`src/inc/pbc_defs.vh`:
```
// constants for the phy basic control register block
`ifndef PBC_DEFS_VH
`define PBC_DEFS_VH

// clock period in ns (40 mhz)
`define PBC_CLK_NS 25
// phy reset duration in ns, plain default
`define PBC_RESET_NS 1000
// longest receive dead time after entering loopback, ns
`define PBC_DEAD_NS 560

// management register index
`define PBC_ADDR_W 5
`define PBC_ADDR_CTRL 5'h00

// field positions
`define PBC_B_RST 15
`define PBC_B_LB 14
`define PBC_B_SPD 13
`define PBC_B_ANEN 12
`define PBC_B_PD 11
`define PBC_B_RSV10 10
`define PBC_B_RSTAN 9
`define PBC_B_DUP 8
`define PBC_B_COLT 7

// field reset values
`define PBC_RV_RST 1'b0
`define PBC_RV_LB 1'b0
`define PBC_RV_SPD 1'b1
`define PBC_RV_ANEN 1'b1
`define PBC_RV_PD 1'b0
`define PBC_RV_RSTAN 1'b0
`define PBC_RV_DUP 1'b0
`define PBC_RV_COLT 1'b0
`define PBC_RSV_LOW 7'h00
`define PBC_RSV_ONE 1'b0
`define PBC_RD_ZERO 16'h0000

// counter width and constants
`define PBC_CNT_W 8
`define PBC_CNT_ONE 8'h01
`define PBC_CNT_ZERO 8'h00

// controller states
`define PBC_ST_RUN 1'b0
`define PBC_ST_RST 1'b1

`endif

```
`src/hw/pbc_ctrl.v`:
```
// phy basic control register with loopback, speed, duplex and collision test logic
`timescale 1ns/10ps
`include "pbc_defs.vh"

module pbc_ctrl #(
  parameter SUPPORT_HALF = 1'b1,
  parameter SUPPORT_FULL = 1'b1,
  parameter RESET_NS = `PBC_RESET_NS
) (
  input wire clock_i,
  input wire rstn_i,
  // management register port
  input wire [`PBC_ADDR_W-1:0] reg_addr_i,
  input wire reg_wr_i,
  input wire reg_rd_i,
  input wire [15:0] reg_wdata_i,
  output wire [15:0] reg_rdata_o,
  output wire reg_ack_o,
  // loopback configuration pins
  input wire cfg_lb_valid_i,
  input wire cfg_lb_value_i,
  // negotiation engine
  input wire an_restart_ack_i,
  input wire an_speed_100_i,
  input wire an_full_duplex_i,
  // transmit side from mac
  input wire [3:0] txd_i,
  input wire tx_en_i,
  // receive side from line
  input wire [3:0] line_rxd_i,
  input wire line_rx_dv_i,
  input wire line_col_i,
  // receive side to mac
  output wire [3:0] rxd_o,
  output wire rx_dv_o,
  output wire col_o,
  // controls to the phy
  output wire phy_reset_o,
  output wire loopback_o,
  output wire line_rx_isolate_o,
  output wire power_down_o,
  output wire an_enable_o,
  output wire an_restart_o,
  output wire speed_100_o,
  output wire full_duplex_o
);

  localparam integer RST_CYC_N = (RESET_NS + `PBC_CLK_NS - 1) / `PBC_CLK_NS;
  localparam integer DEAD_CYC_N = `PBC_DEAD_NS / `PBC_CLK_NS;
  // counts cut to the counter width on purpose
  localparam [`PBC_CNT_W-1:0] RST_CYC = RST_CYC_N[`PBC_CNT_W-1:0];
  localparam [`PBC_CNT_W-1:0] DEAD_CYC = DEAD_CYC_N[`PBC_CNT_W-1:0];

  // counter step shared by the reset and dead-time timers
  function [`PBC_CNT_W-1:0] cnt_dec;
    input [`PBC_CNT_W-1:0] v;
    begin
      cnt_dec = v - `PBC_CNT_ONE;
    end
  endfunction

  // duplex bit as held for the supported modes
  function dup_fix;
    input v;
    begin
      if (SUPPORT_FULL && !SUPPORT_HALF) begin
        dup_fix = 1'b1;
      end else if (SUPPORT_HALF && !SUPPORT_FULL) begin
        dup_fix = 1'b0;
      end else begin
        dup_fix = v;
      end
    end
  endfunction

  reg state_q;
  reg [`PBC_CNT_W-1:0] rst_cnt_q;
  reg lb_q;
  reg spd_q;
  reg anen_q;
  reg pd_q;
  reg rstan_q;
  reg dup_q;
  reg colt_q;
  reg [15:0] rdata_q;
  reg ack_q;

  reg cfg_en_s1_q;
  reg cfg_en_s2_q;
  reg cfg_en_s3_q;
  reg cfg_val_s1_q;
  reg cfg_val_s2_q;
  reg cfg_val_s3_q;
  reg cfg_en_q;
  reg cfg_val_q;

  reg lb_eff_q;
  reg [`PBC_CNT_W-1:0] dead_q;
  reg [3:0] rxd_q;
  reg rx_dv_q;
  reg col_q;
  reg speed_q;
  reg fdx_q;

  wire ctrl_hit;
  wire ctrl_wr;
  wire lb_eff;
  wire [15:0] ctrl_word;
  wire rx_open;

  assign ctrl_hit = (reg_addr_i == `PBC_ADDR_CTRL);
  assign ctrl_wr = reg_wr_i && ctrl_hit;

  // reserved bits always read zero
  assign ctrl_word = {state_q, lb_q, spd_q, anen_q, pd_q, `PBC_RSV_ONE,
                      rstan_q, dup_q, colt_q, `PBC_RSV_LOW};

  // register state and phy reset sequence
  always @(posedge clock_i) begin
    if (!rstn_i) begin
      state_q <= `PBC_ST_RUN;
      rst_cnt_q <= `PBC_CNT_ZERO;
      lb_q <= `PBC_RV_LB;
      spd_q <= `PBC_RV_SPD;
      anen_q <= `PBC_RV_ANEN;
      pd_q <= `PBC_RV_PD;
      rstan_q <= `PBC_RV_RSTAN;
      dup_q <= dup_fix(`PBC_RV_DUP);
      colt_q <= `PBC_RV_COLT;
    end else begin
      case (state_q)
        `PBC_ST_RUN: begin
          if (an_restart_ack_i) begin
            rstan_q <= 1'b0;
          end
          if (ctrl_wr) begin
            if (reg_wdata_i[`PBC_B_RST]) begin
              state_q <= `PBC_ST_RST;
              rst_cnt_q <= RST_CYC;
              lb_q <= `PBC_RV_LB;
              spd_q <= `PBC_RV_SPD;
              anen_q <= `PBC_RV_ANEN;
              pd_q <= `PBC_RV_PD;
              rstan_q <= `PBC_RV_RSTAN;
              dup_q <= dup_fix(`PBC_RV_DUP);
              colt_q <= `PBC_RV_COLT;
            end else begin
              lb_q <= reg_wdata_i[`PBC_B_LB];
              spd_q <= reg_wdata_i[`PBC_B_SPD];
              anen_q <= reg_wdata_i[`PBC_B_ANEN];
              pd_q <= reg_wdata_i[`PBC_B_PD];
              dup_q <= dup_fix(reg_wdata_i[`PBC_B_DUP]);
              colt_q <= reg_wdata_i[`PBC_B_COLT];
              // a written zero leaves a pending restart alone
              if (reg_wdata_i[`PBC_B_RSTAN]) begin
                rstan_q <= 1'b1;
              end
            end
          end
        end
        `PBC_ST_RST: begin
          // writes are ignored while reset runs
          if (rst_cnt_q == `PBC_CNT_ONE) begin
            state_q <= `PBC_ST_RUN;
          end
          rst_cnt_q <= cnt_dec(rst_cnt_q);
        end
        default: begin
          state_q <= `PBC_ST_RUN;
        end
      endcase
    end
  end

  // register read port
  always @(posedge clock_i) begin
    if (!rstn_i) begin
      rdata_q <= `PBC_RD_ZERO;
      ack_q <= 1'b0;
    end else begin
      ack_q <= reg_wr_i || reg_rd_i;
      if (reg_rd_i && ctrl_hit) begin
        rdata_q <= ctrl_word;
      end else if (reg_rd_i) begin
        rdata_q <= `PBC_RD_ZERO;
      end
    end
  end

  // configuration pin synchronisers
  always @(posedge clock_i) begin
    if (!rstn_i) begin
      cfg_en_s1_q <= 1'b0;
      cfg_en_s2_q <= 1'b0;
      cfg_en_s3_q <= 1'b0;
      cfg_val_s1_q <= 1'b0;
      cfg_val_s2_q <= 1'b0;
      cfg_val_s3_q <= 1'b0;
      cfg_en_q <= 1'b0;
      cfg_val_q <= 1'b0;
    end else begin
      cfg_en_s1_q <= cfg_lb_valid_i;
      cfg_en_s2_q <= cfg_en_s1_q;
      cfg_en_s3_q <= cfg_en_s2_q;
      cfg_val_s1_q <= cfg_lb_value_i;
      cfg_val_s2_q <= cfg_val_s1_q;
      cfg_val_s3_q <= cfg_val_s2_q;
      if (cfg_en_s2_q == cfg_en_s3_q) begin
        cfg_en_q <= cfg_en_s3_q;
      end
      if (cfg_val_s2_q == cfg_val_s3_q) begin
        cfg_val_q <= cfg_val_s3_q;
      end
    end
  end

  // configuration setting wins over the register bit
  assign lb_eff = cfg_en_q ? cfg_val_q : lb_q;

  // loopback entry dead time
  always @(posedge clock_i) begin
    if (!rstn_i) begin
      lb_eff_q <= 1'b0;
      dead_q <= `PBC_CNT_ZERO;
    end else begin
      lb_eff_q <= lb_eff;
      if (lb_eff && !lb_eff_q) begin
        dead_q <= DEAD_CYC;
      end else if (dead_q != `PBC_CNT_ZERO) begin
        dead_q <= cnt_dec(dead_q);
      end
    end
  end

  // loopback rx_dv held low until entry is seen and dead time ends, rxd follows txd at once
  assign rx_open = lb_eff_q && (dead_q == `PBC_CNT_ZERO);

  // receive path and collision
  always @(posedge clock_i) begin
    if (!rstn_i) begin
      rxd_q <= 4'h0;
      rx_dv_q <= 1'b0;
      col_q <= 1'b0;
    end else begin
      if (lb_eff) begin
        rxd_q <= txd_i;
        rx_dv_q <= tx_en_i && rx_open;
      end else begin
        rxd_q <= line_rxd_i;
        rx_dv_q <= line_rx_dv_i;
      end
      col_q <= (colt_q && tx_en_i) || (!lb_eff && line_col_i);
    end
  end

  // resolved speed and duplex
  always @(posedge clock_i) begin
    if (!rstn_i) begin
      speed_q <= `PBC_RV_SPD;
      fdx_q <= 1'b0;
    end else begin
      speed_q <= anen_q ? an_speed_100_i : spd_q;
      if (lb_eff) begin
        fdx_q <= 1'b1;
      end else begin
        fdx_q <= anen_q ? an_full_duplex_i : dup_q;
      end
    end
  end

  assign reg_rdata_o = rdata_q;
  assign reg_ack_o = ack_q;
  assign rxd_o = rxd_q;
  assign rx_dv_o = rx_dv_q;
  assign col_o = col_q;
  assign phy_reset_o = state_q;
  assign loopback_o = lb_eff_q;
  assign line_rx_isolate_o = lb_eff_q;
  assign power_down_o = pd_q;
  assign an_enable_o = anen_q;
  assign an_restart_o = rstan_q;
  assign speed_100_o = speed_q;
  assign full_duplex_o = fdx_q;

endmodule // pbc_ctrl

```
`config.mk`:
```
export PLATFORM = sky130hd
export DESIGN_NAME = pbc_ctrl
export DESIGN_NICKNAME = d
export VERILOG_FILES = /design/src/hw/pbc_ctrl.v
export VERILOG_INCLUDE_DIRS = /design/src /design/src/inc
export SDC_FILE = /design/constraint.sdc
export NUM_CORES = 1
export LEC_CHECK = 0
export ABC_AREA = 0
export BUFFER_PORTS_ARGS = -buffer_cell sky130_fd_sc_hd__buf_4
export CORE_UTILIZATION = 47
export CTS_BUF_LIST = sky130_fd_sc_hd__clkbuf_4
export DETAILED_ROUTE_END_ITERATION = 12
export PLACE_DENSITY = 0.8
export SLEW_MARGIN = 10
export SYNTH_ARGS = -nofsm -noshare
export SYNTH_HDL_FRONTEND = slang
export SYNTH_SLANG_ARGS = --single-unit
```
`constraint.sdc`:
```
create_clock -name clock_i -period 1.6 [get_ports clock_i]
set_input_delay 0.08 -clock clock_i [delete_from_list [all_inputs] [get_ports clock_i]]
set_output_delay 0.08 -clock clock_i [all_outputs]
set_load 0.05 [all_outputs]
```
==> summary.md <==
| Metric | Value |
|---|---|
| Status | finished with violations |
| Failing checks | negative setup slack |
| First-pass GRT wire length | about 9000 um |
| FF-to-FF setup slack | -0.02 ns |
| Worst hold path type | in -> reg |
| Iter 0 DRT Violations | approximately 170 |
| Synthesized-area fraction occupied by adder cells | 0.0230 |
| Total die area | approximately 0.005 mm^2 |
| Routed WL per cell | 14.8 um |
| Mean Syn Cell Area | 9.25 um^2 |
| Placed cells | 341 |
| YS warnings | 0 |
| Cell count along the critical path | 4 |
| CP most frequent cell | or4_1 |
| EDFF count, synth | 0 |
| XOR/XNOR Fraction of Synth Area | 0.00403 |
| Worst setup SP type | flop |
| Worst setup margin | -0.0194 ns |
| Placed cell areas | about 0.0027 mm^2 |
| Pwr dens | 1150 mW/mm^2 |
| Final core occ | 0.692 |
| CP required | between 1.5 and 2 ns |
| I/O pins | 72 |
| Core ar. | approximately 0.0044 mm^2 |
| Detail Placement HPWL | between 3000 and 4000 um |
| CP endpoint | dead_q[7]$_SDFFE_PP0P_ |
| Post-Syn Area | roughly 0.0022 mm^2 |
| Initial antenna violation count | 0 |
| Final net count | 370 |
| Number of max-cap violations | 0 |
| Via Count | 2,143 |
| RSZ-0062 raised after global routing | true |
| Static Leakage | 1.30 nW |
| Setup violators final | 2 |
| Synth Flop Type | dfxtp_1 |
| # DRC | 0 |
| Kind of critical path | reg -> reg |
| Most frequent cells after synthesis | 50 x dfxtp_1, 21 x a21oi_1, 20 x nor2_1 |
| FFs w/ async S/R, synth | 0 |
| Port bufs | 55 |
| Die span in y | about 70 um |
| R2r worst-path depth | 4 |
| Clock sinks | 50 |
| Compound-Gate Fraction of Synth Area | 0.191 |
| Fin. max-slew vios | 0 |
| Period Utilization, post-route | 1.01 |
| DRT antenna net count | 0 |
| Clock Tree Buf Depth | 2 |
| Period minus WS final | between 1.5 and 2 ns |
| Count leader, synth | dfxtp_1 |
| Clock latency on the worst-skew pair | 0.37 ns |
| Final Hold Violating Endpoints | 0 |
| VDD IR-drop max | between 0.5 and 0.6 mV |
| Max Fclk | around 620 MHz |
| Largest net degree at the start of global routing | 28 |
| Yosys reg bits | 50 |
| Initial cell density of the core | 0.492 |
| Total grt overflow | 0 |
| Crit path launch | dead_q[0]$_SDFFE_PP0P_ |
| R2r endpoint | dead_q[7]$_SDFFE_PP0P_ |
| Sequential fraction of the synthesis area | 0.461 |
| Largest family of logic cells by synthesized area | simple AND/OR/NAND/NOR gates |
| Synth Area in Simple Gates | 0.219 |
| TritonRoute pass-1 iters | 5 |
| Vias in the first global route | roughly 2,000 |
| Crit path cell chain | buf_4 -> or4_1 -> or4_1 -> a21oi_1 |
| TritonCTS clock tree | built |
| Fin cells | 378 |
| Rel. slew slack | 0.436 |
| Row count | 24 |
| Design Area, Final | a little over 0.003 mm^2 |
| Multiplexer share of the synthesized area | 0.0322 |
| Setup TNS Final | -0.0246 ns |
| Layout cells sized above 1 | 0.285 |
| Top cells by area, synth | dfxtp_1 46%, a21oi_1 4.8%, a32oi_1 3.6% |
| Num CTS Buffers | 5 |
| Delay of the slowest cell on the worst path | around 0.51 ns |
| Post-synthesis cell type count | 46 |
| GRT Resource Usage Total | 0.228 |
| Total power | ~3.5 mW |
| CP top delay family | simple AND/OR/NAND/NOR gates |
| Root Driver | clkbuf_4 |
| Ant diodes | 0 |
| RR Startpoint | dead_q[0]$_SDFFE_PP0P_ |
| Slowest cell on the critical path | or4_1 |
| Slew @ Worst Pin | roughly 0.84 ns |
| DR vias/cell | between 5 and 6 |
| Critical Path AT | ~1.9 ns |
| Yosys top cell area share | 0.461 |
| Placer Congestion | a little under 0.9 |
| Bufs and invs on worst path | 1 |
| H-Tree Depth | 2 |
| Die X | 70 um |
| Clock skew | 0.00774 ns |
| Clock-pin transition on the worst setup and hold timing paths | 0.14 ns |
| Cell count after synthesis | ~240 |
| Area grow syn2layout | 40.6% |
| Routed wire length | between 5000 and 6000 um |
| Crit-path max FO | 6 |
| Critical Path End Type | flop |
| Cell taking the most area after synthesis | dfxtp_1 |
flip-flops by register name, indices dropped and copies added (netlist names), 4 cells and up:
register,cells
reg_rdata_o,8
rst_cnt_q,8
rxd_o,4
dead_q,8
what timing repair did:
item,CTS,global route
pin swaps,0,2
resized for setup,0,3
endpoints found under the setup margin,2,6
hold buffers,25,0
hold endpoints to repair,18,0
gates cloned,0,0
setup buffers,2,2
per-layer routing:
metal | global-route usage | part of all wire | up-vias
met2 | 0.397 | 0.51 | 106
met4 | 0.0756 | 0.014 | 0
met1 | 0.279 | 0.41 | 994
met5 | 0 | 0 | -
li1 | - | - | 1031
met3 | 0.0476 | 0.070 | 12
through the flow:
stage               hold WS (ns)  setup WS [ns]
floorplan                  0.196        0.00323
global placement           0.292         0.0348
detailed placement         0.293        0.00944
CTS                      0.00283      -0.000241
global route              0.0365        -0.0710
finish                    0.0279        -0.0194
worst register-to-register path: cells and delay by family, from the launching register on:
kind                   cells  cell delay, ns
AND/OR/NAND/NOR            2            0.92
buffers and inverters      1            0.15
flip-flops                 1            0.35
AO/OA/AOI/OAI              1            0.14
power breakdown:
part / total [mW] / switching, mW / internal, mW
Sequential: 1.46 / 0.0969 / 1.36
Combinational: 1.29 / 0.656 / 0.633
Clock: 0.757 / 0.392 / 0.366
Total: 3.51 / 1.14 / 2.36
how the worst min path moves through the flow:
stage	from	end	slack, ns	cells past startpoint
after floorplan	reg_wr_i	reg_ack_o$_SDFF_PN0_	0.20	2
after global routing	tx_en_i	col_o$_SDFF_PN0_	0.04	3
after detailed placement	cfg_lb_value_i	cfg_val_s1_q$_SDFF_PN0_	0.29	2
after global placement	cfg_lb_value_i	cfg_val_s1_q$_SDFF_PN0_	0.29	2
final	an_restart_ack_i	an_restart_o$_SDFFE_PN0N_	0.03	4
after CTS	tx_en_i	col_o$_SDFF_PN0_	0.003	3
area by class of cell:
cell class                 instances  area (um^2)
sequential                        50         1000
clock buffer                       7         52.6
multi-input combinational        162         1070
timing repair buffer              97          803
inverter                           9         33.8
tap                               52         65.1
fill                             323         1360
clock inverter                     1         30.0
kinds of logic (layout without fill, tap and decap cells):
family | after synthesis | after routing
flops | 50 | 50
mux | 7 | 7
other cells | 1 | 8
buf+inv | 30 | 114
fa+ha+maj | 4 | 4
compound gates | 63 | 63
xor+xnor | 1 | 1
simple gates | 79 | 79
cell usage in the layout (no fill, tap or decap), types with 2 or more instances in the layout:
cell and count:
conb_1 8, o21ai_0 11, nor3b_1 2, a311o_1 2
dfxtp_1 47, or4_1 5, a21oi_1 21, nor2_1 20
a32oi_1 9, o31ai_1 4, a31oi_1 2, nor2b_1 2
clkbuf_4 7, dlygate4sd3_1 25, inv_2 2, dfxtp_2 3
inv_1 7, o31a_1 4, mux2i_1 7, or3_1 2
buf_4 71, nand2b_1 4, and2_1 8, o21ai_1 2
or2_2 2, nor3_1 5, nand4b_1 6, nand2_1 7
ha_1 3, nor4b_1 2, nor4_1 5
Note: power is estimated with default switching activity, not from simulation.
